### src/inc/icr_pkg.sv
// package: register map, field layout and codes for the input channel ten config block
package icr_pkg;
    localparam int ADDR_W = 8;
    localparam int DATA_W = 8;
    localparam logic [7:0] CFG_OFFSET = 8'h29;
    localparam logic [7:0] CFG_RESET  = 8'h03;
    localparam logic [7:0] CFG_MASK   = 8'hFF;
    localparam int DIVN_BIT    = 7;
    localparam int LOCK8K_BIT  = 6;
    localparam int BUCKET_HI   = 5;
    localparam int BUCKET_LO   = 4;
    localparam int FREQ_HI     = 3;
    localparam int FREQ_LO     = 0;

    typedef enum logic [1:0] {
        ICR_PATH_DIRECT = 2'b00,
        ICR_PATH_PREDIV = 2'b01,
        ICR_PATH_FIX8K  = 2'b10
    } icr_path_t;

    typedef enum logic [3:0] {
        ICR_F_8K     = 4'h0,
        ICR_F_T1E1   = 4'h1,
        ICR_F_6M48   = 4'h2,
        ICR_F_19M44  = 4'h3,
        ICR_F_25M92  = 4'h4,
        ICR_F_38M88  = 4'h5,
        ICR_F_51M84  = 4'h6,
        ICR_F_77M76  = 4'h7,
        ICR_F_155M52 = 4'h8,
        ICR_F_2K     = 4'h9,
        ICR_F_4K     = 4'hA
    } icr_freq_code_t;

    // decoded nominal rates, in kHz
    localparam logic [17:0] KHZ_8      = 18'h00008;
    localparam logic [17:0] KHZ_1544   = 18'h00608;
    localparam logic [17:0] KHZ_2048   = 18'h00800;
    localparam logic [17:0] KHZ_6480   = 18'h01950;
    localparam logic [17:0] KHZ_19440  = 18'h04BF0;
    localparam logic [17:0] KHZ_25920  = 18'h06540;
    localparam logic [17:0] KHZ_38880  = 18'h097E0;
    localparam logic [17:0] KHZ_51840  = 18'h0CA80;
    localparam logic [17:0] KHZ_77760  = 18'h12FC0;
    localparam logic [17:0] KHZ_155520 = 18'h25F80;
    localparam logic [17:0] KHZ_2      = 18'h00002;
    localparam logic [17:0] KHZ_4      = 18'h00004;
    localparam logic [17:0] KHZ_NONE   = 18'h00000;
endpackage : icr_pkg

### src/logic/icr_freq_decode.sv
// frequency code decoder: code to nominal rate in kHz
`timescale 1ns/1ns
module icr_freq_decode (
    input  wire logic [3:0]  freqCode,
    input  wire logic        t1E1RateSelect,
    output logic      [17:0] nominalKhz,
    output logic             codeValid
);
    import icr_pkg::*;

    always_comb begin
        codeValid  = 1'b1;
        nominalKhz = KHZ_NONE;
        case (freqCode)
            ICR_F_8K:     nominalKhz = KHZ_8;
            ICR_F_T1E1:   nominalKhz = t1E1RateSelect ? KHZ_1544 : KHZ_2048;
            ICR_F_6M48:   nominalKhz = KHZ_6480;
            ICR_F_19M44:  nominalKhz = KHZ_19440;
            ICR_F_25M92:  nominalKhz = KHZ_25920;
            ICR_F_38M88:  nominalKhz = KHZ_38880;
            ICR_F_51M84:  nominalKhz = KHZ_51840;
            ICR_F_77M76:  nominalKhz = KHZ_77760;
            ICR_F_155M52: nominalKhz = KHZ_155520;
            ICR_F_2K:     nominalKhz = KHZ_2;
            ICR_F_4K:     nominalKhz = KHZ_4;
            default: begin
                // unused codes: no rate, flagged so the monitor can ignore the channel
                nominalKhz = KHZ_NONE;
                codeValid  = 1'b0;
            end
        endcase
    end
endmodule : icr_freq_decode

### src/logic/icr_reset_sync.sv
// reset synchroniser: async assert, two-flop release
`timescale 1ns/1ns
module icr_reset_sync (
    input  wire logic clk,
    input  wire logic arst_n,
    output logic      rstSync_n
);
    logic [1:0] stage_r;

    always_ff @(posedge clk or negedge arst_n) begin
        if (!arst_n) begin
            stage_r <= 2'b00;
        end else begin
            stage_r <= {stage_r[0], 1'b1};
        end
    end

    assign rstSync_n = stage_r[1];
endmodule : icr_reset_sync

### src/logic/icr_channel_config.sv
// input channel ten configuration register with decoded routing outputs
`timescale 1ns/1ns
//
// Operation
// - bit 7 routes channel via programmable pre-divider
// - bit 6 selects fixed divider to 8 kHz
// - pre-divider bit overrides the 8 kHz bit
// - bits 5:4 pick one of four buckets
// - bits 3:0 hold nominal reference frequency code
module icr_channel_config (
    input  wire logic                        clk,
    input  wire logic                        arst_n,
    input  wire logic [icr_pkg::ADDR_W-1:0]  regAddr,
    input  wire logic [icr_pkg::DATA_W-1:0]  regWrData,
    input  wire logic                        regWrStb,
    input  wire logic                        regRdStb,
    input  wire logic                        t1E1RateSelect,
    output logic      [icr_pkg::DATA_W-1:0]  regRdData,
    output logic                             regAddrHit,
    output logic                             useProgDivider,
    output logic                             useFixed8k,
    output logic                             bypassDividers,
    output logic      [1:0]                  bucketSelect,
    output logic      [3:0]                  freqCode,
    output logic      [17:0]                 nominalKhz,
    output logic                             freqCodeValid,
    output logic                             divFreqMismatch
);
    import icr_pkg::*;

    typedef struct packed {
        logic [DATA_W-1:0] cfg;
        logic [DATA_W-1:0] rdData;
        logic              hit;
        logic              prog;
        logic              fix8k;
        logic              bypass;
        logic [1:0]        bucket;
        logic [3:0]        freq;
        logic [17:0]       khz;
        logic              valid;
        logic              mismatch;
    } icr_state_t;

    icr_state_t st_r;
    icr_state_t st_nxt;
    logic       rstSync_n;
    logic [17:0] decKhz;
    logic        decValid;

    icr_reset_sync u_rst (
        .clk       (clk),
        .arst_n    (arst_n),
        .rstSync_n (rstSync_n)
    );

    // decode from the value about to be stored so the outputs track the register with no lag
    icr_freq_decode u_dec (
        .freqCode       (st_nxt.cfg[FREQ_HI:FREQ_LO]),
        .t1E1RateSelect (t1E1RateSelect),
        .nominalKhz     (decKhz),
        .codeValid      (decValid)
    );

    function automatic logic addrMatch(input logic [ADDR_W-1:0] a);
        return a == CFG_OFFSET;
    endfunction : addrMatch

    function automatic icr_path_t pathOf(input logic [DATA_W-1:0] c);
        if (c[DIVN_BIT]) begin
            return ICR_PATH_PREDIV;
        end else if (c[LOCK8K_BIT]) begin
            return ICR_PATH_FIX8K;
        end else begin
            return ICR_PATH_DIRECT;
        end
    endfunction : pathOf

    always_comb begin
        st_nxt        = st_r;
        st_nxt.hit    = 1'b0;
        st_nxt.rdData = '0;
        if (regWrStb && addrMatch(regAddr)) begin
            st_nxt.cfg = regWrData & CFG_MASK;
        end
        // unmapped reads return zero; reads have no side effect
        if (regRdStb && addrMatch(regAddr)) begin
            st_nxt.rdData = st_r.cfg;
            st_nxt.hit    = 1'b1;
        end else if (regWrStb && addrMatch(regAddr)) begin
            st_nxt.hit = 1'b1;
        end
        // one flop per route flag so no decode sits between register and pin
        st_nxt.prog   = (pathOf(st_nxt.cfg) == ICR_PATH_PREDIV);
        st_nxt.fix8k  = (pathOf(st_nxt.cfg) == ICR_PATH_FIX8K);
        st_nxt.bypass = (pathOf(st_nxt.cfg) == ICR_PATH_DIRECT);
        st_nxt.bucket = st_nxt.cfg[BUCKET_HI:BUCKET_LO];
        st_nxt.freq   = st_nxt.cfg[FREQ_HI:FREQ_LO];
        st_nxt.khz    = decKhz;
        st_nxt.valid  = decValid;
        // advisory only; hardware still honours whatever code is stored
        st_nxt.mismatch = st_nxt.cfg[DIVN_BIT]
                          && (st_nxt.cfg[FREQ_HI:FREQ_LO] != ICR_F_8K);
    end

    always_ff @(posedge clk or negedge rstSync_n) begin
        if (!rstSync_n) begin
            st_r          <= '0;
            st_r.cfg      <= CFG_RESET;
            st_r.bypass   <= 1'b1;
            st_r.freq     <= CFG_RESET[FREQ_HI:FREQ_LO];
            st_r.khz      <= KHZ_19440;
            st_r.valid    <= 1'b1;
        end else begin
            st_r <= st_nxt;
        end
    end

    assign regRdData       = st_r.rdData;
    assign regAddrHit      = st_r.hit;
    assign useProgDivider  = st_r.prog;
    assign useFixed8k      = st_r.fix8k;
    assign bypassDividers  = st_r.bypass;
    assign bucketSelect    = st_r.bucket;
    assign freqCode        = st_r.freq;
    assign nominalKhz      = st_r.khz;
    assign freqCodeValid   = st_r.valid;
    assign divFreqMismatch = st_r.mismatch;
endmodule : icr_channel_config

### config.mk
export PLATFORM = sky130hd
export DESIGN_NAME = icr_channel_config
export DESIGN_NICKNAME = d
export VERILOG_FILES = /design/src/inc/icr_pkg.sv /design/src/logic/icr_freq_decode.sv /design/src/logic/icr_reset_sync.sv /design/src/logic/icr_channel_config.sv
export SDC_FILE = /design/constraint.sdc
export NUM_CORES = 1
export LEC_CHECK = 0
export ABC_AREA = 1
export BUFFER_PORTS_ARGS = -buffer_cell sky130_fd_sc_hd__buf_2
export CAP_MARGIN = 30
export CORE_ASPECT_RATIO = 0.5
export CORE_MARGIN = 2
export CORE_UTILIZATION = 45
export CTS_BUF_LIST = sky130_fd_sc_hd__clkbuf_4
export DETAILED_ROUTE_END_ITERATION = 12
export PLACE_DENSITY = 0.81
export REMOVE_ABC_BUFFERS = 1
export SYNTH_ARGS = -nofsm -noshare
export SYNTH_HDL_FRONTEND = slang
export SYNTH_SLANG_ARGS = --single-unit
### constraint.sdc
create_clock -name clk -period 1.2 [get_ports clk]
set_clock_uncertainty 0.1 [all_clocks]
set_input_delay 0.06 -clock clk [delete_from_list [all_inputs] [get_ports clk]]
set_output_delay 0.06 -clock clk [all_outputs]
set_load 0.02 [all_outputs]
======== Word level (Yosys, flattened, before mapping) ========
Cells that the tools add are included.
word-level totals
  bits in registers ....................... 48
  bits of input ports ..................... 21
  output and inout port bits .............. 38
  word-level logic and storage cells ...... 41
cells by class
  equality and inequality tests ........... 13
  mux-type cells .......................... 9
  reduce and logical (&&, ||, !) cells .... 7
operators by type and width
  kind                                            count
  case mux 18 bit (11 select lines)               1
  == test 4 x 3 -> 1 bit (second input constant)  4
  2-to-1 mux 8 bit                                2
  == test 4 bit (second input constant)           3
  2-to-1 mux 12 bit                               1
  OR reduction 11 bit                             1
  == test 4 x 2 -> 1 bit (second input constant)  2
  == test 8 x 6 -> 1 bit (second input constant)  1
  == test 4 x 1 -> 1 bit (second input constant)  1
  zero test 4 bit                                 1
  2-to-1 mux 2 bit                                2
  nonzero test 4 bit                              1
  logical AND 1 bit                               3
  2-to-1 mux 1 bit                                3
  == test 2 x 1 -> 1 bit (second input constant)  1
  == test 2 bit (second input constant)           1
  zero test 2 bit                                 1

======== Logic depth before layout (Yosys ltp) ========
  depth after elaboration ................. 6
  depth in mapped cells ................... 11

======== Hierarchy ========
From an unflattened synthesis, not the netlist that was laid out.
unflattened totals
  cell total of the unflattened synthesis .. 200
  area, all modules ....................... 1870.5 µm²
modules (own cells, without submodules)
  module              times used  cells each  area an instance (µm²)
  icr_channel_config  1           145         1542.7
  icr_freq_decode     1           52          274.0
  icr_reset_sync      1           3           53.8

======== Least setup slack after synthesis ========
No wires, ideal clock.
  kind .................................... reg-to-reg
  start point ............................. register freqCode[1] (netlist name)
  end point ............................... register st_r, in the netlist nominalKhz[10]
  data arrival time ....................... 1068 ps
  slack ................................... -94 ps
  stages on the path, launching flop included .. 8
  buffers on the path ..................... 0
  period minus slack after synthesis ...... 1294 ps
  cell sequence ........................... dfstp_2 > inv_1 > nand2_1 > nand2_4 > nand2_2 > nor2_4 > nor2_2 > nand3_2
RTL lines
  element                 line                       source
  end signal: assignment  icr_channel_config.sv:115  st_r <= st_nxt;
  end: declaration        icr_channel_config.sv:45   icr_state_t st_r;

==> results.py <==
metrics = {
    "power_and_ir_drop": {
        "p_int_mw": 1.865,
        "p_seq_share_pct": 55.4,
        "p_per_area_nw_per_um2": 1019,
        "vdd_drop_max_uv": 407.1,
        "comb_power_share_pct": 18.4,
        "power.net_switching_mw": 0.7385,
        "switching_share_pct": 28.37,
        "clockPowerShare_pct": 26.2,
        "p_leak_nw": 1.415,
    },
    "route": {
        "wl_met3_um": 235,
        "drtIter0Drc": 155,
        "wl_met2_um": 2427,
        "remaining_drc_errors": 0,
        "avgViaCountPerCell": 4.754,
        "wl_per_cell_um": 14.48,
        "wirelength_um": 4648,
        "drt_pass1_iterations": 4,
        "antenna_left": 0,
        "vias": 1526,
        "wirelength_met1_um": 1848,
        "highest_layer": "met4",
    },
    "place": {
        "place_ws_ps": -240.1,
        "gp_congestion": 0.8985,
        "io_buffers": 57,
        "placed_cells_incl_taps": 298,
        "dp_hpwl_um": 2840,
    },
    "run": {
        "maxCapViolCount": 0,
    },
    "cts": {
        "path_clk_slew_ps": 120,
        "clock_path_buffers": 2,
        "cts_tree": "built",
        "cts_max_level": 2,
        "worst_skew_pair.late_latency_ps": 340,
        "numCtsBuffers": 5,
        "clockRootBuffer": "clkbuf_4",
        "clock-sinks": 40,
    },
    "floorplan": {
        "die_x_um": 97.50,
        "initial_core_util_pct": 48.64,
        "core_area_um2": 4044,
        "die_area_um2": 4948,
        "rows": 16,
        "ios": 59,
        "dieHeight_um": 50.75,
    },
    "setup_path": {
        "slowest_delay_ps": 590,
        "critPathKind": "flop to flop",
        "cp_top_family": "flip-flops",
        "crit_path_start": "freqCode[1]$_DFF_PN1_",
        "cpMaxStageDelayCell": "dfstp_2",
        "cp.required_ps": 1370,
        "r2r-start": "freqCode[1]$_DFF_PN1_",
        "critPathLaunchType": "flop",
        "worst-path-max-fanout": 4,
        "critical_path_buf_inv_count": 0,
        "critPathCaptureType": "flop",
        "worstPathArrival_ps": 1570,
        "crit_chain": "nand2_1, nand2_4, nand2_4, nor2_4, nor2_1, o21ai_1",
        "cp_common_cell": "nand2_4",
    },
    "sta": {
        "fin_crit_sh_pct": 116.8,
        "period_needed_ps": 1402,
        "fmax_mhz": 713.3,
        "setup_viol": 19,
        "drv_slew": 0,
        "setup_tns_ps": -2742,
        "holdWs_ps": 62.71,
        "layout_setup_ws_ps": -202.0,
        "rsz0062_at_grt": "true",
        "hold_viol_final": 0,
    },
    "yosys": {
        "synth_compound_area_share_pct": 2.990,
        "postSynthCellCount": 202,
        "synthTopCellsByArea": "dfrtp_1, dfstp_2, buf_4",
        "synth_top_family_by_area": "simple AND/OR/NAND/NOR gates",
        "ys_types": 22,
        "synthAdderAreaFrac_pct": 0,
        "synth_xor_area_share_pct": 0,
        "yosysTopAreaCellShare_pct": 35.62,
        "ys_seq_area_share_pct": 51.65,
        "yosysTopAreaCell": "dfrtp_1",
        "synthSimpleGateAreaFrac_pct": 26.91,
        "avgSynthCellArea_um2": 9.737,
        "synthMuxAreaShare_pct": 0,
        "post_synth_instance_area_um2": 1967,
        "yosysWarnings": 0,
        "ys_seq_elements": 40,
    },
    "global_route": {
        "globalRouteTotalUtil_pct": 17.51,
        "grt_pass1_wl_um": 6713,
        "grt-ovfl-total": 0,
        "grt_pass1_vias": 1474,
        "grt_antenna_before_repair": 0,
        "grt_max_degree": 39,
    },
    "layout": {
        "final_cell_mix": "buf_2, dfrtp_1, buf_4",
        "n_fill_cell": 273,
        "antenna_cells": 0,
        "fin_nets": 287,
        "drive_gt1_share_pct": 58.43,
        "area_delta_synth_final_pct": 29.90,
        "final_cells": 321,
        "final_common_cell": "buf_2",
    },
    "status": {
        "status": "complete, but fails checks",
        "violations": "negative setup slack",
    },
    "worst_hold_path": {
        "min_from": "regWrData[1]",
        "hold_path_class": "input port to flop",
    },
}
[layer usage]
metal,GRT usage (%),up-vias
met5,0,-
met4,8.796,0
met3,3.900,16
met2,32.18,68
met1,19.61,741
li1,-,701
[logic make-up (layout without fill, tap and decap cells)]
group,count (synthesis),count (layout)
and+or+nand+nor,90,90
buffers and inverters,61,126
DFF,40,40
AOI/OAI and AO/OA,9,9
other,2,2
[flip-flops by register name, summed over array words and instances (netlist names)]
name	count
freqCode	3
freqCodeValid	1
regRdData	8
bypassDividers	1
useFixed8k	1
divFreqMismatch	1
nominalKhz	17
regAddrHit	1
bucketSelect	1
st_r	4
u_rst.stage_r	2
[final cells by class]
cell class / instances / area, µm² / area share, %
sequential: 40 / 1016 / 39.76
multi-input combinational: 101 / 673.1 / 26.35
timing repair buffer: 90 / 634.4 / 24.83
inverter: 28 / 107.6 / 4.212
tap: 54 / 67.56 / 2.644
clock buffer: 6 / 45.04 / 1.763
clock inverter: 2 / 11.26 / 0.4407
[power by group through the flow]
stage	sequential (mW)	combinational (mW)	clock, mW
CTS	1.44	0.435	0.689
detailed placement	1.46	0.372	0
floorplan	1.54	0.133	0
global placement	1.46	0.362	0
global route	1.45	0.509	0.762
finish	1.44	0.479	0.681
[Yosys cell counts]
master / number
nor2_2: 5
nor2_4: 6
o21ai_2: 2
nor2_1: 21
dfstp_2: 12
a21oi_1: 1
a21oi_2: 1
dfrtp_1: 28
nand4_1: 2
inv_1: 25
nand3_2: 7
o21ai_1: 2
nand2_2: 5
nand2_4: 9
inv_4: 1
o21ai_0: 2
o21a_1: 1
nand2_1: 31
buf_4: 33
conb_1: 2
nand3_1: 4
inv_2: 2
[stage by stage]
stage / utilization [%] / cell area [µm²] / power [mW]
finish: 63.18 / 2555 / 2.603
global route: 63.18 / 2555 / 2.717
CTS: 60.80 / 2459 / 2.560
global placement: 54.89 / 2220 / 1.821
floorplan: - / 1719 / 1.671
detailed placement: 54.89 / 2220 / 1.832
[path summary, 6_finish.rpt]
kind	endpoint	slack [ps]	cells after the start
max reg2reg	nominalKhz[14]$_DFF_PN1_	-200	6
max in group asynchronous	u_rst.stage_r[1]$_DFF_PN0_	420	3
min in group asynchronous	nominalKhz[16]$_DFF_PN0_	130	1
min	freqCode[1]$_DFF_PN1_	60	4
min reg2reg	nominalKhz[16]$_DFF_PN0_	130	1
max	nominalKhz[14]$_DFF_PN1_	-200	6
[what timing repair did]
action / CTS / global route
buffers inserted: 7 / 1
endpoints found under the hold margin: 12 / 0
pin swaps: 9 / 12
resized for setup: 17 / 31
setup endpoints to repair: 19 / 32
hold buffers: 7 / 0
[tightest hold or removal path: cells and delay by family]
family                 cells  cell delay [ps]
AND/OR/NAND/NOR            2              210
buffers and inverters      2              250
No activity file was read; power rests on OpenSTA's default activity.
